### src/ikd_regs.vh
// Constants, opcode patterns and timing counts of the instruction decoder.
// Notes on behaviour
// [RL1] Table write to internal memory programs over many cycles; any interrupt ends it.
// [RL2] Table write to external program memory takes exactly two cycles.
// [RL3] Latch write opcode 1010 01tx: one cycle, t picks the latch half.
// [RL4] With s set only the file is written; with s clear both file and working register.
// [RL5] Long call loads pc from pc_latch_high and the literal in two cycles.
// [RL6] Conditional skips take two cycles when the test holds, else one.
// [RL7] Table read takes two cycles, three when the destination is the pc low byte.
// [RL8] On a skip the already fetched word is discarded and a no-operation runs.
// [RL9] Opcode 1001 1bbb skips when the selected file bit is zero; no flags change.
// [RL10] Opcode 1001 0bbb skips when the selected file bit is one; no flags change.
// [RL11] Word 0000 0000 0000 0101 returns from interrupt in two cycles, enabling interrupts.
// [RL12] Opcode 1011 1000 loads the low bank select nibble in one cycle.
// [RL13] Opcode 1011 101x loads the high bank select nibble in one cycle.
// [RL14] Opcode 1011 1100 multiplies literal by working register in one cycle, flags kept.
// [RL15] Opcode 1011 0101 ANDs the literal into the working register; only zero flag.
// [RL16] Opcode 1011 0011 ORs the literal into the working register; only zero flag.
// [RL17] Opcode 1011 0100 XORs the literal into the working register; only zero flag.
// [RL18] Opcode 1011 0010 computes literal minus working register, all four arithmetic flags.
// [RL19] Opcode 1011 0110 returns from subroutine with the literal in the working register.
// [RL20] Opcode 0000 110d XORs working and file register in one cycle; only zero flag.
// [RL21] Opcode 1011 0000 copies the literal into the working register, flags kept.
// [RL22] A d of zero sends the result to the working register, one to the file.
// [RL23] Any undefined opcode is a one-cycle no-operation that changes nothing; the decoder still loads its low byte into file_wr_addr_q.
`ifndef IKD_REGS_VH
`define IKD_REGS_VH

// High byte patterns, matched with casez, and the low byte of the interrupt return word.
`define IKD_PAT_LATCH_RD 8'b1010_00??
`define IKD_PAT_LATCH_WR 8'b1010_01??
`define IKD_PAT_TBL_RD 8'b1010_10??
`define IKD_PAT_TBL_WR 8'b1010_11??
`define IKD_PAT_SKIP_CLR 8'b1001_1???
`define IKD_PAT_SKIP_SET 8'b1001_0???
`define IKD_PAT_LONG_CALL_OP 8'b1011_0111
`define IKD_PAT_BANK_LO 8'b1011_1000
`define IKD_PAT_BANK_HI 8'b1011_101?
`define IKD_PAT_MUL 8'b1011_1100
`define IKD_PAT_AND 8'b1011_0101
`define IKD_PAT_OR 8'b1011_0011
`define IKD_PAT_XOR 8'b1011_0100
`define IKD_PAT_SUB 8'b1011_0010
`define IKD_PAT_RETLIT 8'b1011_0110
`define IKD_PAT_LOAD 8'b1011_0000
`define IKD_PAT_FXOR 8'b0000_110?
`define IKD_PAT_SETF 8'b0010_101?
`define IKD_PAT_CTRL 8'b0000_0000
`define IKD_LOW_INT_RET 8'h05

// Field positions inside the instruction word.
`define IKD_BIT_T 9
`define IKD_BIT_I 8
`define IKD_BIT_D 8
`define IKD_BIT_S 8

// File address of the pc low byte.
`define IKD_ADDR_PC_LOW 8'h02

// Extra cycles beyond the first for multi-cycle forms.
`define IKD_XTRA_TWO 2'h1
`define IKD_XTRA_THREE 2'h2

// Alu operation selects.
`define IKD_ALU_AND 2'h0
`define IKD_ALU_OR 2'h1
`define IKD_ALU_XOR 2'h2
`define IKD_ALU_SUB 2'h3

// Reset values.
`define IKD_RST_BYTE 8'h00
`define IKD_RST_GID 1'b1

`endif

### src/ikd_alu.v
// Logic and subtract unit of the instruction decoder.
`timescale 1ns/1ps
`include "ikd_regs.vh"
module ikd_alu (
    input wire [1:0] op,
    input wire [7:0] a,
    input wire [7:0] w,
    output reg [7:0] res,
    output reg c,
    output reg dc,
    output reg ov,
    output wire z
);
    always @* begin
        c = 1'b0;
        dc = 1'b0;
        ov = 1'b0;
        case (op)
            `IKD_ALU_AND: res = a & w;
            `IKD_ALU_OR: res = a | w;
            `IKD_ALU_XOR: res = a ^ w;
            default: begin
                // Carry means no borrow, as in a two's complement subtract.
                res = a - w;
                c = (a >= w);
                dc = (a[3:0] >= w[3:0]);
                ov = (a[7] ^ w[7]) & (a[7] ^ res[7]);
            end
        endcase
    end
    assign z = (res == 8'h00);
endmodule // ikd_alu

### src/ikd_mul8.v
// Unsigned eight by eight single-cycle multiplier.
`timescale 1ns/1ps
module ikd_mul8 (
    input wire [7:0] a,
    input wire [7:0] b,
    output wire [15:0] p
);
    assign p = {8'h00, a} * {8'h00, b};
endmodule // ikd_mul8

### src/ikd_insn_decoder.v
// Decoder and sequencer for table, bit-test, literal and control instructions.
`timescale 1ns/1ps
`include "ikd_regs.vh"
module ikd_insn_decoder (
    input wire clk_sys,
    input wire rst,
    input wire insn_valid,
    input wire [15:0] insn_word,
    input wire [7:0] file_rd_data,
    input wire [7:0] pc_latch_high,
    input wire [15:0] tbl_latch_rd,
    input wire tbl_internal,
    input wire int_event,
    output reg insn_ready_q,
    output reg fetch_discard_q,
    output reg [7:0] working_register_q,
    output reg [7:0] bank_select_register_q,
    output reg overflow_flag_q,
    output reg carry_flag_q,
    output reg digit_carry_flag_q,
    output reg zero_flag_q,
    output reg global_interrupt_disable_q,
    output reg file_wr_en_q,
    output reg [7:0] file_wr_addr_q,
    output reg [7:0] file_wr_data_q,
    output reg pc_load_q,
    output reg [15:0] pc_load_value_q,
    output reg stack_push_q,
    output reg stack_pop_q,
    output reg prod_wr_q,
    output reg [15:0] prod_q,
    output reg tbl_latch_wr_q,
    output reg tbl_latch_hi_q,
    output reg [7:0] tbl_latch_data_q,
    output reg tbl_rd_start_q,
    output reg tbl_wr_start_q,
    output reg tbl_ptr_inc_q,
    output reg tbl_prog_active_q
);
    localparam [2:0] S_IDLE = 3'b001;
    localparam [2:0] S_WAIT = 3'b010;
    localparam [2:0] S_PROG = 3'b100;

    ////////////////////////////////////////////////////////////////////////////////
    // Operand fields and shared arithmetic.

    wire [7:0] op_hi = insn_word[15:8];
    wire [7:0] lit = insn_word[7:0];
    wire [2:0] bit_sel = insn_word[10:8];
    wire sel_bit = file_rd_data[bit_sel];
    wire take = insn_valid & insn_ready_q;

    reg [1:0] alu_op;
    reg [7:0] alu_a;
    wire [7:0] alu_res;
    wire alu_c;
    wire alu_dc;
    wire alu_ov;
    wire alu_z;
    wire [15:0] mul_p;

    ikd_alu u_alu (
        .op(alu_op),
        .a(alu_a),
        .w(working_register_q),
        .res(alu_res),
        .c(alu_c),
        .dc(alu_dc),
        .ov(alu_ov),
        .z(alu_z)
    );

    ikd_mul8 u_mul (
        .a(lit),
        .b(working_register_q),
        .p(mul_p)
    );

    ////////////////////////////////////////////////////////////////////////////////
    // Next-state decode.

    reg [2:0] state_q;
    reg [2:0] state_d;
    reg [1:0] cnt_q;
    reg [1:0] cnt_d;
    reg [1:0] xtra;
    reg discard_d;
    reg ready_d;
    reg [7:0] w_d;
    reg [7:0] bank_d;
    reg ov_d;
    reg c_d;
    reg dc_d;
    reg z_d;
    reg gid_d;
    reg fwe_d;
    reg [7:0] fdata_d;
    reg pcl_d;
    reg [15:0] pcv_d;
    reg push_d;
    reg pop_d;
    reg pwe_d;
    reg [15:0] prod_d;
    reg tlwe_d;
    reg tlhi_d;
    reg [7:0] tldata_d;
    reg trd_d;
    reg twr_d;
    reg tinc_d;
    reg prog_d;

    always @* begin
        state_d = state_q;
        cnt_d = cnt_q;
        xtra = 2'h0;
        discard_d = 1'b0;
        ready_d = insn_ready_q;
        w_d = working_register_q;
        bank_d = bank_select_register_q;
        ov_d = overflow_flag_q;
        c_d = carry_flag_q;
        dc_d = digit_carry_flag_q;
        z_d = zero_flag_q;
        gid_d = global_interrupt_disable_q;
        fwe_d = 1'b0;
        fdata_d = file_wr_data_q;
        pcl_d = 1'b0;
        pcv_d = pc_load_value_q;
        push_d = 1'b0;
        pop_d = 1'b0;
        pwe_d = 1'b0;
        prod_d = prod_q;
        tlwe_d = 1'b0;
        tlhi_d = tbl_latch_hi_q;
        tldata_d = tbl_latch_data_q;
        trd_d = 1'b0;
        twr_d = 1'b0;
        tinc_d = 1'b0;
        prog_d = tbl_prog_active_q;
        alu_op = `IKD_ALU_AND;
        alu_a = lit;
        case (state_q)
            S_IDLE: begin
                if (take) begin
                    casez (op_hi)
                        `IKD_PAT_LATCH_WR: begin
                            tlwe_d = 1'b1; // RL3
                            tlhi_d = insn_word[`IKD_BIT_T]; // RL3
                            tldata_d = file_rd_data;
                        end
                        `IKD_PAT_LATCH_RD: begin
                            fwe_d = 1'b1;
                            fdata_d = insn_word[`IKD_BIT_T] ? tbl_latch_rd[15:8] :
                                tbl_latch_rd[7:0];
                        end
                        `IKD_PAT_TBL_RD: begin
                            trd_d = 1'b1;
                            tinc_d = insn_word[`IKD_BIT_I];
                            // Reloading the pc low byte costs one more flush cycle.
                            if (lit == `IKD_ADDR_PC_LOW) begin
                                xtra = `IKD_XTRA_THREE; // RL7
                            end else begin
                                xtra = `IKD_XTRA_TWO; // RL7
                            end
                        end
                        `IKD_PAT_TBL_WR: begin
                            tlwe_d = 1'b1;
                            tlhi_d = insn_word[`IKD_BIT_T];
                            tldata_d = file_rd_data;
                            twr_d = 1'b1;
                            tinc_d = insn_word[`IKD_BIT_I];
                            if (tbl_internal) begin
                                prog_d = 1'b1; // RL1
                            end else begin
                                xtra = `IKD_XTRA_TWO; // RL2
                            end
                        end
                        `IKD_PAT_SKIP_CLR: begin
                            if (!sel_bit) begin
                                xtra = `IKD_XTRA_TWO; // RL9 RL6
                                discard_d = 1'b1; // RL8
                            end
                        end
                        `IKD_PAT_SKIP_SET: begin
                            if (sel_bit) begin
                                xtra = `IKD_XTRA_TWO; // RL10 RL6
                                discard_d = 1'b1; // RL8
                            end
                        end
                        `IKD_PAT_LONG_CALL_OP: begin
                            push_d = 1'b1;
                            pcl_d = 1'b1;
                            pcv_d = {pc_latch_high, lit}; // RL5
                            xtra = `IKD_XTRA_TWO; // RL5
                            discard_d = 1'b1;
                        end
                        `IKD_PAT_BANK_LO: begin
                            bank_d = {bank_select_register_q[7:4], lit[3:0]}; // RL12
                        end
                        `IKD_PAT_BANK_HI: begin
                            bank_d = {lit[7:4], bank_select_register_q[3:0]}; // RL13
                        end
                        `IKD_PAT_MUL: begin
                            pwe_d = 1'b1;
                            prod_d = mul_p; // RL14
                        end
                        `IKD_PAT_AND: begin
                            alu_op = `IKD_ALU_AND;
                            w_d = alu_res; // RL15
                            z_d = alu_z; // RL15
                        end
                        `IKD_PAT_OR: begin
                            alu_op = `IKD_ALU_OR;
                            w_d = alu_res; // RL16
                            z_d = alu_z; // RL16
                        end
                        `IKD_PAT_XOR: begin
                            alu_op = `IKD_ALU_XOR;
                            w_d = alu_res; // RL17
                            z_d = alu_z; // RL17
                        end
                        `IKD_PAT_SUB: begin
                            alu_op = `IKD_ALU_SUB;
                            w_d = alu_res; // RL18
                            ov_d = alu_ov; // RL18
                            c_d = alu_c; // RL18
                            dc_d = alu_dc; // RL18
                            z_d = alu_z; // RL18
                        end
                        `IKD_PAT_RETLIT: begin
                            w_d = lit; // RL19
                            pop_d = 1'b1;
                            xtra = `IKD_XTRA_TWO; // RL19
                            discard_d = 1'b1;
                        end
                        `IKD_PAT_LOAD: begin
                            w_d = lit; // RL21
                        end
                        `IKD_PAT_FXOR: begin
                            alu_op = `IKD_ALU_XOR;
                            alu_a = file_rd_data;
                            z_d = alu_z; // RL20
                            if (insn_word[`IKD_BIT_D]) begin
                                fwe_d = 1'b1; // RL22
                                fdata_d = alu_res;
                            end else begin
                                w_d = alu_res; // RL22
                            end
                        end
                        `IKD_PAT_SETF: begin
                            fwe_d = 1'b1; // RL4
                            fdata_d = 8'hFF;
                            if (!insn_word[`IKD_BIT_S]) begin
                                w_d = 8'hFF; // RL4
                            end
                        end
                        `IKD_PAT_CTRL: begin
                            if (lit == `IKD_LOW_INT_RET) begin
                                gid_d = 1'b0; // RL11
                                pop_d = 1'b1;
                                xtra = `IKD_XTRA_TWO; // RL11
                                discard_d = 1'b1;
                            end
                        end
                        default: begin
                            // Unknown words fall through with every default held.
                            xtra = 2'h0; // RL23
                        end
                    endcase
                    if (prog_d) begin
                        state_d = S_PROG;
                        ready_d = 1'b0;
                    end else if (xtra != 2'h0) begin
                        state_d = S_WAIT;
                        cnt_d = xtra - 2'h1;
                        ready_d = 1'b0;
                    end
                end
            end
            S_WAIT: begin
                if (cnt_q == 2'h0) begin
                    state_d = S_IDLE;
                    ready_d = 1'b1;
                end else begin
                    cnt_d = cnt_q - 2'h1;
                end
            end
            S_PROG: begin
                // Programming has no end of its own; only an interrupt closes it.
                if (int_event) begin
                    prog_d = 1'b0; // RL1
                    state_d = S_IDLE;
                    ready_d = 1'b1;
                end
            end
            default: begin
                state_d = S_IDLE;
                ready_d = 1'b1;
                prog_d = 1'b0;
            end
        endcase
    end

    ////////////////////////////////////////////////////////////////////////////////
    // State and output registers.

    always @(posedge clk_sys or posedge rst) begin
        if (rst) begin
            state_q <= S_IDLE;
            cnt_q <= 2'h0;
            insn_ready_q <= 1'b1;
            fetch_discard_q <= 1'b0;
            working_register_q <= `IKD_RST_BYTE;
            bank_select_register_q <= `IKD_RST_BYTE;
            overflow_flag_q <= 1'b0;
            carry_flag_q <= 1'b0;
            digit_carry_flag_q <= 1'b0;
            zero_flag_q <= 1'b0;
            global_interrupt_disable_q <= `IKD_RST_GID;
            file_wr_en_q <= 1'b0;
            file_wr_addr_q <= `IKD_RST_BYTE;
            file_wr_data_q <= `IKD_RST_BYTE;
            pc_load_q <= 1'b0;
            pc_load_value_q <= 16'h0000;
            stack_push_q <= 1'b0;
            stack_pop_q <= 1'b0;
            prod_wr_q <= 1'b0;
            prod_q <= 16'h0000;
            tbl_latch_wr_q <= 1'b0;
            tbl_latch_hi_q <= 1'b0;
            tbl_latch_data_q <= `IKD_RST_BYTE;
            tbl_rd_start_q <= 1'b0;
            tbl_wr_start_q <= 1'b0;
            tbl_ptr_inc_q <= 1'b0;
            tbl_prog_active_q <= 1'b0;
        end else begin
            state_q <= state_d;
            cnt_q <= cnt_d;
            insn_ready_q <= ready_d;
            fetch_discard_q <= discard_d;
            working_register_q <= w_d;
            bank_select_register_q <= bank_d;
            overflow_flag_q <= ov_d;
            carry_flag_q <= c_d;
            digit_carry_flag_q <= dc_d;
            zero_flag_q <= z_d;
            global_interrupt_disable_q <= gid_d;
            file_wr_en_q <= fwe_d;
            if (take) begin
                file_wr_addr_q <= lit;
            end
            file_wr_data_q <= fdata_d;
            pc_load_q <= pcl_d;
            pc_load_value_q <= pcv_d;
            stack_push_q <= push_d;
            stack_pop_q <= pop_d;
            prod_wr_q <= pwe_d;
            prod_q <= prod_d;
            tbl_latch_wr_q <= tlwe_d;
            tbl_latch_hi_q <= tlhi_d;
            tbl_latch_data_q <= tldata_d;
            tbl_rd_start_q <= trd_d;
            tbl_wr_start_q <= twr_d;
            tbl_ptr_inc_q <= tinc_d;
            tbl_prog_active_q <= prog_d;
        end
    end
endmodule // ikd_insn_decoder

### config.mk
export PLATFORM = sky130hd
export DESIGN_NAME = ikd_insn_decoder
export DESIGN_NICKNAME = d
export VERILOG_FILES = /design/src/ikd_alu.v /design/src/ikd_mul8.v /design/src/ikd_insn_decoder.v
export VERILOG_INCLUDE_DIRS = /design/src
export SDC_FILE = /design/constraint.sdc
export NUM_CORES = 1
export LEC_CHECK = 0
export BUFFER_PORTS_ARGS = -buffer_cell sky130_fd_sc_hd__buf_2
export CORE_MARGIN = 5
export CORE_UTILIZATION = 57
export CTS_CLUSTER_DIAMETER = 200
export CTS_CLUSTER_SIZE = 40
export DETAILED_ROUTE_END_ITERATION = 8
export PLACE_DENSITY = 0.91
export SETUP_SLACK_MARGIN = 0.4
export SLEW_MARGIN = 30
export SYNTH_ARGS = -nofsm -noshare
export SYNTH_HDL_FRONTEND = slang
export SYNTH_SLANG_ARGS = --single-unit
### constraint.sdc
create_clock -name clk_sys -period 6.2 [get_ports clk_sys]
set_input_delay 1.24 -clock clk_sys [delete_from_list [all_inputs] [get_ports clk_sys]]
set_output_delay 1.24 -clock clk_sys [all_outputs]
set_load 0.01 [all_outputs]
Yosys cells after proc, flatten, opt, wreduce, memory -nomap -nowiden
Cells that the tools add are included.
{"block": "totals", "regBits": 94, "in_bits": 53, "output_inout_bits": 90, "wordCells": 191}
{"block": "classes", "n_addsub": 3, "multipliers": 1, "magnitude_cmp": 3, "eq_ne": 35, "muxes": 82, "bitwise_logic": 10, "n_reduce_logical": 30}
{"cell": "equality test 8 bit, second input constant", "n": 9}
{"cell": "2-to-1 mux 8 bit", "n": 7}
{"cell": "case mux 8 bit (3 select lines)", "n": 2}
{"cell": "2-to-1 mux 1 bit", "n": 47}
{"cell": "case mux 8 bit (4 select lines)", "n": 1}
{"cell": "equality test 6 bit, second input constant", "n": 4}
{"cell": "AND reduction 4 bit", "n": 5}
{"cell": "2-to-1 mux 2 bit", "n": 9}
{"cell": "!= test 2 bit, second input constant", "n": 9}
{"cell": "AND reduction 3 bit", "n": 6}
{"cell": "logical NOT 8 bit", "n": 2}
{"cell": "multiplier 8 x 8 -> 16 bit", "n": 1}
{"cell": "case mux 8 bit (2 select lines)", "n": 1}
{"cell": "2-to-1 mux 3 bit", "n": 5}
{"cell": "case mux 2 bit (6 select lines)", "n": 1}
{"cell": "OR reduction 2 bit", "n": 6}
{"cell": "equality test 5 bit, second input constant", "n": 2}
{"cell": "AND reduction 5 bit", "n": 2}
{"cell": "case mux 3 bit (3 select lines)", "n": 1}
{"cell": "AND 8 bit", "n": 1}
{"cell": "equality test 8 x 2 -> 1 bit, second input constant", "n": 1}
{"cell": "equality test 8 x 3 -> 1 bit, second input constant", "n": 1}
{"cell": "greater-or-equal comparator 8 bit", "n": 1}
{"cell": "bitwise OR 8 bit", "n": 1}
{"cell": "other kinds (30)", "n": 39}

Logic depth before layout (Yosys ltp)
Gate-level depths: netlist (run 1).
{"block": "depth", "depth_word": 11, "depth_mapped": 18, "ltp_nobuf": 17}

By module
From an unflattened synthesis (run 1), not the netlist that was laid out.
{"block": "hier_totals", "hier_cells": 741, "hier_area_um2": 7606.0}
{"module": "ikd_insn_decoder", "instances": 1, "cells_each": 356, "area_each_um2": 4445.5, "seq_area_each_um2": 2329.7}
{"module": "ikd_mul8", "instances": 1, "cells_each": 254, "area_each_um2": 2217.1, "seq_area_each_um2": 0.0}
{"module": "ikd_alu", "instances": 1, "cells_each": 131, "area_each_um2": 943.4, "seq_area_each_um2": 0.0}

Worst setup path before layout (run 1)
OpenSTA, ideal clock, no wires.
{"block": "synth_path", "kind": "input-to-reg", "start": "input port insn_word[0]", "end": "register prod_q[15]", "setup_time_ps": 82, "t_arrival_ps": 5343, "t_required_ps": 6118, "slack_ps": 775, "stages": 17, "path_buffers": 1, "cell_sequence": "clkbuf_1 nand2_1 fa_1 fa_1 inv_1 fa_1 inv_1 fa_1 inv_1 ha_1 o21a_1 o31a_1 o211ai_1 a21oi_1 nor4_1 or4_1 a31oi_1"}
{"block": "synth_between", "elab_chain_len": 1}
{"item": "start, declared", "line": "ikd_insn_decoder.v:8", "rtl": "input wire [15:0] insn_word,"}
{"item": "multiplier 8 x 8 -> 16 bit", "line": "ikd_mul8.v:8", "rtl": "assign p = {8'h00, a} * {8'h00, b};"}
{"item": "end signal, assigned", "line": "ikd_insn_decoder.v:358", "rtl": "prod_q <= prod_d;"}
{"item": "end, declared", "line": "ikd_insn_decoder.v:31", "rtl": "output reg [15:0] prod_q,"}
Every way passes these cells.
A chain may end at the register's enable or synchronous reset.

Worst setup path in the final report (run 1)
{"block": "layout_path", "start": "input port insn_word[2]", "end": "register prod_q[15]"}
Same word-level chain as after synthesis.

==> results by group, run 1 <==
Run status
  • Status: finished clean

Setup path
  • CP endpoint kind: flip-flop
  • Reg2Reg Depth: 16
  • CP Launch Type: input pin
  • Reg2reg start: working_register_q[7]
  • Kind of critical path: input pin to flip-flop
  • Critical path launch point: insn_word[2]
  • Worst Path Arrival: 5.58 ns
  • Crit path required time: 6.48 ns
  • Worst-path fanout max: 15

Finish
  • Most common cell after layout, fill and taps aside: buf_2
  • Fillers: 970
  • Layout area overhead: 15.9%
  • Most frequent cells in the layout: 142 x buf_2, 91 x dfrtp_1, 85 x inv_1
  • Register area: ~2300 um^2
  • Footprint of the multi-input gates: 4420 um^2
  • N_diodes: 0
  • Nets: 1004
  • Share of layout cells above drive strength 1: 27.8%

Clock tree
  • H-tree Lvls: 3
  • CTS Hold Bufs: 0
  • CTS Buffer Depth: 2
  • Clk_lat worst skew: 0.36 ns
  • Postcts setup bufs: 0
  • Clk slew on worst S/H paths: 0.07 ns
  • Cts bufs inserted: 9
  • CTS tree: done
  • Clk sinks: 93
  • CTS Root Cell: clkbuf_16
  • Resized cells post-CTS: 0

Route
  • Vias: 5886
  • Vias/cell: 5.71
  • Residual DRC count: 0
  • Drt first-iter violations: 512
  • Post-Route WL: 18000 um
  • ANT nets after route: 0
  • Detailed-router iteration count before antenna repair: 6
  • Avg WL per Cell: 17.5 um

Synthesis
  • Async set-or-reset flop fraction in the synthesized netlist: 100%
  • Most frequently used flop master after synthesis: dfrtp_1
  • Mapped Cells: 725
  • Seq cells post-synth: 93
  • Ys Warns: 0
  • Sequential element share of the synthesized area: 32.4%
  • Syn avg cell area: 9.93 um^2
  • Post-synth EDFFs: 0
  • Mapped Area: 7200 um^2
  • Synth unique cells: slightly below 70
  • Mapped Nets: 875

Floorplanning
  • DIE WIDTH: 122 um
  • Top-Level Pins: 143
  • Initial Utilization: a little under three fifths
  • Die area: approximately 15000 um^2
  • Core area: 12500 um^2
  • Die height: 122 um
  • Std cell rows: 41

Power and ir drop
  • Switch share: 38.4%
  • Part of the power in registers: 33.2%
  • Pleak: 4.50 nW
  • PwrDens: 259 nW/um^2
  • Switching pwr: 0.831 mW
  • Final Total Pwr: 2.16 mW
  • Clk pwr share: 26.2%
  • Peak supply drop: between 0.1 and 0.15 mV
  • Cell Int Power: around 1.3 mW
  • Combinational power share: 40.6%

STA
  • Fin worst setup slack: about 0.90 ns
  • Period utilisation layout: 85.4%
  • Hold Vio Cnt, Final: 0
  • Tmin final: 5.30 ns
  • Top achievable clock speed: 189 MHz
  • Slew Limit Fails: 0
  • RSZ-0062 raised after global routing: false
  • Worst Tran Pin Value: 0.807 ns
  • Setup TNS: 0 ns
  • Final setup fails: 0
  • Worst Skew: 0.00956 ns
  • Max_slew headroom: between 40% and 50%

Placed design
  • HPWL after DPL: 13800 um
  • Port bufs: 142
  • GP Congestion: 0.959
  • Placement Setup Slack: 0.545 ns

Run
  • Max-Cap Viols: 0

Min path
  • Hold path start: prod_q[12]
  • Worst Hold Class: flip-flop to flip-flop
  • Hold depth: 2

GRT
  • Pin count of the biggest net entering global routing: 65
  • Gr ovfl total: 0
  • Initial antenna violation count: 2
  • First-pass GRT wire length: 29200 um
  • Vias in the first global route: 5880
  • Tot GR Track Use: 24.7%
-- registers in the layout (all words and copies together) (netlist names), 2 cells and up --
name,cells
pc_load_value_q,16
prod_q,16
bank_select_register_q,8
file_wr_addr_q,8
file_wr_data_q,8
tbl_latch_data_q,8
working_register_q,8
state_q,3
cnt_q,2
-- layer usage --
layer	vias to the layer above	GRT usage (%)	routed length [um]
met5	-	0	23
met4	4	7.91	378
met3	41	5.81	1370
met2	243	41.1	8800
met1	2886	32.0	7470
li1	2712	-	-
-- final cells by class --
cell class,instances,area share (%)
Tap cell,172,2.58
Sequential cell,93,27.9
Clock inverter,7,0.915
Clock buffer,9,2.70
Multi-Input combinational cell,516,52.9
Inverter,86,3.90
Timing Repair Buffer,148,9.06
-- metrics by stage --
| step | hold slack [ns] | cell area (um^2) | cells | util (%) |
|---|---|---|---|---|
| floorplan | 0.488 | 7200 | 725 | - |
| global placement | 0.454 | 8040 | 1015 | 64.2 |
| CTS | 0.480 | 8340 | 1031 | 66.7 |
| global route | 0.489 | 8340 | 1031 | 66.7 |
| finish | 0.476 | 8340 | 1031 | 66.7 |
| detailed placement | 0.465 | 8040 | 1015 | 64.2 |
-- synthesized netlist by cell type (3+ instances only) --
master	instances	area [um^2]
and2_1	50	313
nor3_1	7	35.0
clkbuf_1	22	82.6
o21ai_0	31	155
buf_2	4	20.0
nor2b_1	6	37.5
a31oi_1	8	50.1
a21o_1	4	30.0
inv_1	86	323
dfrtp_1	91	2280
nor4_1	4	25.0
a21oi_1	23	115
and3_1	6	37.5
o31ai_1	3	22.5
a211oi_1	3	22.5
nand2b_1	7	43.8
nand2_1	67	251
o21a_1	7	52.6
a22oi_1	9	67.6
ha_1	60	751
or4_1	3	22.5
nand3_1	10	50.1
xor2_1	11	96.3
nor2_1	28	105
mux2i_1	15	150
or3_1	5	31.3
mux2_2	52	586
or2_2	3	18.8
nand4_1	3	18.8
xnor2_1	5	43.8
fa_1	37	741
o211ai_1	7	52.6
nor3b_1	5	37.5
-- power groups by stage --
stage / Combinational, mW / Clock, mW / Sequential (mW)
floorplan: 0.613 / 0 / 0.742
detailed placement: 0.869 / 0 / 0.729
global placement: 0.827 / 0 / 0.726
global route: 0.990 / 0.594 / 0.726
CTS: 0.879 / 0.568 / 0.718
finish: 0.877 / 0.565 / 0.718
-- critical path, cell delays in order --
cell and delay (ns):
buf_2 0.27, nand2_1 0.11, fa_1 0.48, fa_1 0.55, inv_1 0.05, fa_1 0.52, inv_1 0.05, fa_1 0.52
inv_1 0.04, ha_1 0.33, o21a_1 0.13, o31a_1 0.18, o211ai_1 0.12, a21oi_1 0.20, nor4_1 0.09, or4_1 0.52
a31oi_1 0.16
-- logic make-up after synthesis --
family | Yosys count | synth area share [%]
muxes | 69 | 10.9
DFF | 93 | 32.4
AOI/OAI and AO/OA | 115 | 10.9
and+or+nand+nor | 219 | 16.9
xor gates and xnor gates | 16 | 1.95
buffers and inverters | 116 | 6.38
adders and majority gates | 97 | 20.7
-- final timing paths --
path	endpoint	slack (ns)
max in group asynchronous	tbl_latch_data_q[6]	4.22
min reg2reg	prod_q[12]	0.48
max	prod_q[15]	0.90
min in group asynchronous	prod_q[1]	0.86
min	prod_q[12]	0.48
max reg2reg	prod_q[15]	1.29
No activity file was read; power rests on OpenSTA's default activity.
==> run 2, diff against run 1 <==
Settings changed: BUFFER_PORTS_ARGS -buffer_cell sky130_fd_sc_hd__buf_2 to default, CORE_UTILIZATION 57 to 60, DONT_BUFFER_PORTS from default to 1, MAX_ROUTING_LAYER from default to met4, PLACE_DENSITY 0.91 to 0.85.
==> run 2 against run 1 <==
Effect of this change: core utilization down 2.6 points; sequential share of layout area grew 2.7 points; via count decreased by 10%; final area shrank 9.0%; setup slack better by 0.16 ns; combinational power fell by 16%.
==> results by group, run 2 (same netlist as run 1, synthesis figures left out) <==
Min path
  • Hold depth: 1 (-1)
  • Worst Hold Class: flip-flop to flip-flop
  • Hold path start: global_interrupt_disable_q
  • Hold EP: global_interrupt_disable_q

Run status
  • Status: finished clean

Power and ir drop
  • Peak supply drop: 0.127 mV (-12%)
  • Pleak: 3.83 nW (-15%)
  • PwrDens: 275 nW/um^2 (+6.1%)
  • Final Total Pwr: 2.09 mW (-3.4%)

Clock tree
  • CTS Root Cell: clkbuf_16
  • CTS tree: done
  • Cts bufs inserted: 9 (unchanged)
  • CTS Buffer Depth: 2 (unchanged)
  • Clk slew on worst S/H paths: 0.07 ns (about the same)
  • Resized cells post-CTS: 0 (unchanged)
  • Clk_lat worst skew: 0.35 ns (about the same)
  • Postcts setup bufs: 0 (unchanged)
  • Clk sinks: 93 (unchanged)
  • H-tree Lvls: 3 (unchanged)
  • CTS Hold Bufs: 0 (unchanged)

Floorplanning
  • Initial Utilization: 60.7% (+3.2 points)
  • Core area: 11900 um^2 (-5.2%)
  • Top-Level Pins: 143 (unchanged)
  • Die height: 120 um (-2.3%)
  • DIE WIDTH: 120 um (-2.3%)
  • Std cell rows: 40 (-2.4%)
  • Die area: 14300 um^2 (-4.6%)

Finish
  • Core Util, Final: 64.0% (-2.6 points)
  • N_diodes: 0 (unchanged)
  • Nets: 859 (-14%)
  • Most frequent cells in the layout: 91 x dfrtp_1, 85 x inv_1, 67 x nand2_1
  • Top flop regs: pc_load_value_q (16), prod_q (16)
  • Most common cell after layout, fill and taps aside: dfrtp_1
  • Layout area overhead: 5.56%
  • Layout Cells excl Fill: 861 (-16%)
  • Post-Layout Inst Area: 7600 um^2 (-9.0%)
  • Share of layout cells above drive strength 1: 13.2% (-15 points)
  • Fillers: 906 (-6.6%)

Setup path
  • Reg-to-reg slack, setup: 1.17 ns (-0.12 ns)
  • Slowest CP cell: fa_1
  • Most used cell, CP: fa_1
  • CP endpoint kind: flip-flop
  • Critical path cell sequence: nand2_1, fa_1, fa_1, inv_1, fa_1, inv_1, fa_1, inv_1, ha_1, o21a_1, o31a_1, o211ai_1, a21oi_1, nor4_1, or4_1, a31oi_1
  • CP Launch Type: input pin
  • CP delay by family, top: adder cells
  • Worst Path Arrival: 5.41 ns (-0.17 ns)
  • Delay of the slowest critical-path stage: 0.55 ns (about the same)
  • Reg2Reg Depth: 16 (unchanged)
  • Kind of critical path: input pin to flip-flop
  • Reg2reg start: working_register_q[7]
  • Crit Reg-Reg Endpoint: prod_q[15]
  • Crit path required time: 6.47 ns (about the same)
  • Worst-path fanout max: 15 (unchanged)
  • Worst path bufs/invs: 3 (-1)

STA
  • Hold Worst Slack: 0.525 ns (+0.0494 ns)
  • Setup TNS: 0 ns (unchanged)
  • Top achievable clock speed: 195 MHz (+3.0%)
  • RSZ-0062 raised after global routing: false
  • Worst Skew: 0.00938 ns (-0.000175 ns)
  • Tmin final: 5.14 ns (-0.155 ns)
  • Period utilisation layout: 82.9% (-2.5 points)
  • Hold Vio Cnt, Final: 0 (unchanged)
  • Slew Limit Fails: 0 (unchanged)
  • Worst Tran Pin Value: 0.871 ns (+0.0639 ns)
  • Fin worst setup slack: 1.06 ns (+0.155 ns)
  • Max_slew headroom: 41.7% (-4.3 points)
  • Final setup fails: 0 (unchanged)

Placed design
  • GP Congestion: 0.936 (-2.4%)
  • Port bufs: 0 (-100%)
  • Placed instance area: 7280 um^2 (-9.4%)
  • Placement Setup Slack: 0.709 ns (+0.164 ns)
  • Placed Instances: 845 (-17%)
  • HPWL after DPL: 13300 um (-3.5%)

Route
  • Detailed-router iteration count before antenna repair: 5 (-1)
  • Vias: 5297 (-10%)
  • Post-Route WL: 17500 um (-2.8%)
  • Residual DRC count: 0 (unchanged)
  • ANT nets after route: 0 (unchanged)
  • Avg WL per Cell: 20.4 um (+16%)
  • Drt first-iter violations: 513 (+0.20%)
  • Vias/cell: 6.15 (+7.8%)

Run
  • Max-Cap Viols: 0 (unchanged)

GRT
  • Tot GR Track Use: 25.7% (+1.0 points)
  • Vias in the first global route: 5419 (-7.8%)
  • Gr ovfl total: 0 (unchanged)
  • Pin count of the biggest net entering global routing: 94 (+45%)
  • First-pass GRT wire length: 28400 um (-2.6%)
  • Initial antenna violation count: 0 (-2)
## run 2: where the power goes
group          leakage (nW)  internal, mW  total [mW]  switching [mW]
registers              1.23         0.666       0.762          0.0963
logic                  2.45         0.324       0.737           0.414
clock network         0.155         0.331       0.588           0.257
## run 2: final cells by class
| class | count | area (um^2) | area share [%] |
|---|---|---|---|
| Inverter | 86 | 328 | 4.32 |
| Clock buffer | 10 | 239 | 3.15 |
| Clock inverter | 6 | 73.8 | 0.972 |
| Timing Repair Buffer | 3 | 26.3 | 0.346 |
| Sequential cell | 93 | 2330 | 30.7 |
| Multi-Input combinational cell | 516 | 4420 | 58.1 |
| Tap cell | 147 | 184 | 2.42 |
## run 2: per-layer routing
metal / share of wire, % / track usage [%] / vias up
met5: 0 / - / -
met4: 3.4 / 10.4 / 0
met3: 8.3 / 6.27 / 46
met2: 49 / 42.5 / 247
met1: 39 / 30.3 / 2590
li1: - / - / 2414
## run 2: how the worst max path moves through the flow
stage	from	to	slack, ns	cells after the start
2_1_floorplan	insn_word[0]	prod_q[15]	0.78	17
3_3_place_gp	insn_word[0]	prod_q[15]	0.90	16
3_5_place_dp	insn_word[0]	prod_q[15]	0.71	16
4_1_cts	insn_word[0]	prod_q[15]	1.06	16
5_1_grt	insn_word[0]	prod_q[15]	0.87	16
6_report	insn_word[0]	prod_q[15]	1.06	16
==> run 3, diff against run 2 <==
Settings changed: ABC_AREA from default to 1, CORE_UTILIZATION 60 to 59, PLACE_DENSITY 0.85 to 0.87.
Clock period 6.2 ns to 4.7 ns, I/O delays scaled along.
==> run 3 against run 2 <==
Effect of this change: core utilization shrank 0.41 points; total power grew to 3.6 times the previous value; global-route usage grew 1.1 points; wire length grew 11%; die area grew 5.1%; combinational power grew to 7.5 times the previous value; clock power grew 29%; worst hold slack lost 0.0098 ns; non-clock buffer count grew 1; sequential share of layout area shrank 1.3 points.
==> results by group, run 3 <==
Synthesis
  • Sequential element share of the synthesized area: 31.2% (-1.2 points)
  • Adder-cell share of the synthesized area: 20.0% (-0.77 points)
  • Mapped Cells: 993 (+37%)
  • Ys Warns: 0 (unchanged)
  • Synth unique cells: 46 (-32%)
  • Largest family of logic cells by synthesized area: simple AND/OR/NAND/NOR gates
  • Largest area contributor in the netlist: dfrtp_1
  • Post-synthesis mux area share: 0% (-11 points)
  • Async set-or-reset flop fraction in the synthesized netlist: 100% (unchanged)
  • Most frequently used flop master after synthesis: dfrtp_1
  • Post-synth EDFFs: 0 (unchanged)
  • Synth top area share: 30.5% (-1.2 points)
  • Post-synthesis xor/xnor area fraction: 1.52% (-0.42 points)
  • Synth top cells by count: 293 x nand2_1, 167 x inv_1, 91 x dfrtp_1
  • Seq cells post-synth: 93 (unchanged)
  • Mapped Nets: 1143 (+31%)
  • Top-count cell post-synth: nand2_1
  • Synth top area cells: dfrtp_1 30%, nand2_1 15%, ha_1 10%
  • Mapped Area: 7470 um^2 (+3.9%)
  • Complex-gate fraction of the synthesized area: 9.48% (-1.4 points)
  • Syn avg cell area: 7.53 um^2 (-24%)
  • Post-Synth Simple-Gate Area: 26.5% (+9.6 points)

Finish
  • Top flop regs: pc_load_value_q (16), prod_q (16)
  • Layout Cells excl Fill: 1151 (+34%)
  • Fillers: 1096 (+21%)
  • Nets: 1124 (+31%)
  • Register area: 2340 um^2 (+0.32%)
  • Post-Layout Inst Area: 7970 um^2 (+4.9%)
  • Footprint of the multi-input gates: 4400 um^2 (-0.42%)
  • Most frequent cells in the layout: 285 x nand2_1, 160 x inv_1, 85 x dfrtp_1
  • N_diodes: 0 (unchanged)
  • Layout area overhead: 6.58%
  • Most common cell after layout, fill and taps aside: nand2_1
  • Share of layout cells above drive strength 1: 10.6% (-2.5 points)

Setup path
  • Crit path required time: 4.94 ns (-1.53 ns)
  • Worst-path fanout max: 8 (-7)
  • CP Launch Type: flip-flop
  • CP endpoint kind: flip-flop
  • Worst Path Arrival: 4.36 ns (-1.05 ns)
  • Kind of critical path: flip-flop to flip-flop

Route
  • ANT nets after route: 0 (unchanged)
  • Detailed-router iteration count before antenna repair: 5 (unchanged)
  • Residual DRC count: 0 (unchanged)
  • Avg WL per Cell: 16.9 um (-17%)
  • Vias: 6466 (+22%)
  • Vias/cell: 5.62 (-8.7%)
  • Post-Route WL: 19500 um (+11%)
  • Drt first-iter violations: 518 (+0.97%)

GRT
  • Tot GR Track Use: 26.8% (+1.1 points)
  • First-pass GRT wire length: 30900 um (+8.6%)
  • Gr ovfl total: 0 (unchanged)
  • Vias in the first global route: 6190 (+14%)
  • Initial antenna violation count: 0 (unchanged)
  • Pin count of the biggest net entering global routing: 61 (-35%)

STA
  • Final setup fails: 0 (unchanged)
  • Fin worst setup slack: 0.581 ns (-0.478 ns)
  • Tmin final: about 4.1 ns
  • RSZ-0062 raised after global routing: false
  • Period utilisation layout: 87.6%
  • Setup TNS: 0 ns (unchanged)
  • Slew Limit Fails: 0 (unchanged)
  • Top achievable clock speed: 243 MHz
  • Hold Vio Cnt, Final: 0 (unchanged)
  • Worst Skew: 0.0114 ns (+0.00203 ns)
  • Worst Tran Pin Value: 0.850 ns (-0.0215 ns)
  • Max_slew headroom: 43.4% (+1.6 points)
  • Hold Worst Slack: 0.516 ns (-0.00975 ns)

Clock tree
  • CTS Hold Bufs: 0 (unchanged)
  • Cts bufs inserted: 9 (unchanged)
  • Clk_lat worst skew: 0.35 ns (about the same)
  • CTS Root Cell: clkbuf_16
  • Clk slew on worst S/H paths: 0.07 ns (about the same)
  • CTS tree: done
  • Clk sinks: 93 (unchanged)
  • CTS Buffer Depth: 2 (unchanged)
  • H-tree Lvls: 3 (unchanged)

Floorplanning
  • Std cell rows: 41 (+2.5%)
  • Initial Utilization: 59.7% (-0.96 points)
  • Core area: 12500 um^2 (+5.5%)
  • Top-Level Pins: 143 (unchanged)
  • Die height: 123 um (+2.5%)
  • Die area: 15000 um^2 (+5.1%)
  • DIE WIDTH: 123 um (+2.5%)

Placed design
  • Placed instance area: 7630 um^2 (+4.8%)
  • Port bufs: 0 (unchanged)
  • Placement Setup Slack: 0.268 ns (-0.441 ns)
  • GP Congestion: 0.938 (+0.25%)
  • Placed Instances: 1133 (+34%)
  • HPWL after DPL: 15000 um (+13%)

Run
  • Max-Cap Viols: 0 (unchanged)

Power and ir drop
  • Pleak: 4.48 nW (+17%)
  • PwrDens: 944 nW/um^2 (+240%)
  • Peak supply drop: 1.36 mV (+970%)

Run status
  • Status: finished clean

Min path
  • Worst Hold Class: flip-flop to flip-flop
run 3: per-layer routing:
layer  up-vias  global-route usage, %  part of all wire [%]
li1       3045                      -                     -
met1      3101                   34.4                    41
met2       273                   42.0                    47
met3        47                   6.36                   9.0
met4         0                   9.10                   2.9
met5         -                      -                     0
run 3: stage by stage:
step | power [mW] | utilization, %
floorplan | 5.67 | -
global placement | 6.46 | 61.0
detailed placement | 6.67 | 61.0
CTS | 7.48 | 63.4
global route | 8.38 | 63.6
finish | 7.52 | 63.6
run 3: final timing paths:
path,start,to,slack [ns],cells after the start
setup / recovery,working_register_q[2],prod_q[13],0.58,19
hold / removal,cnt_q[1],cnt_q[1],0.52,2
setup reg to reg,working_register_q[2],prod_q[13],0.58,19
hold reg to reg,cnt_q[1],cnt_q[1],0.52,2
max in group asynchronous,rst,prod_q[3],3.18,2
min in group asynchronous,rst,file_wr_addr_q[3],0.60,1
run 3: where the power goes:
part | switching [mW] | internal [mW] | leakage [nW]
clock network | 0.340 | 0.421 | 0.149
logic | 3.15 | 2.34 | 3.09
registers | 0.303 | 0.956 | 1.24
total | 3.79 | 3.72 | 4.48
run 3: critical path: stages (launching register included):
cell,delay [ns]
dfrtp_2,0.52
buf_2,0.24
nand2_2,0.07
fa_1,0.49
fa_1,0.49
inv_1,0.05
fa_1,0.47
inv_1,0.05
fa_1,0.49
inv_2,0.04
ha_4,0.28
nand2_2,0.05
inv_2,0.05
a21oi_2,0.06
o21ai_2,0.19
inv_1,0.07
o21bai_1,0.19
nand2_1,0.08
nand2_1,0.06
o21ai_1,0.06
run 3: cells by family (layout without fill, tap and decap cells):
group / after synthesis / count (layout)
simple gates: 448 / 448
buf+inv: 214 / 200
compound gates: 128 / 128
fa+ha+maj: 97 / 97
flops: 93 / 93
xor+xnor: 13 / 13
run 3: layout make-up:
| type | instances | share of cell area [%] |
|---|---|---|
| Clock buffer | 9 | 2.83 |
| Sequential cell | 93 | 29.3 |
| Clock inverter | 7 | 1.07 |
| Inverter | 180 | 8.51 |
| Multi-Input combinational cell | 686 | 55.2 |
| Timing Repair Buffer | 4 | 0.346 |
| Tap cell | 172 | 2.70 |
run 3: repair_timing:
item | 4_1_cts | 5_1_grt
endpoints found under the hold margin | 0 | 0
endpoints found under the setup margin | 0 | 4
setup buffers | 0 | 2
gates resized for setup | 0 | 7
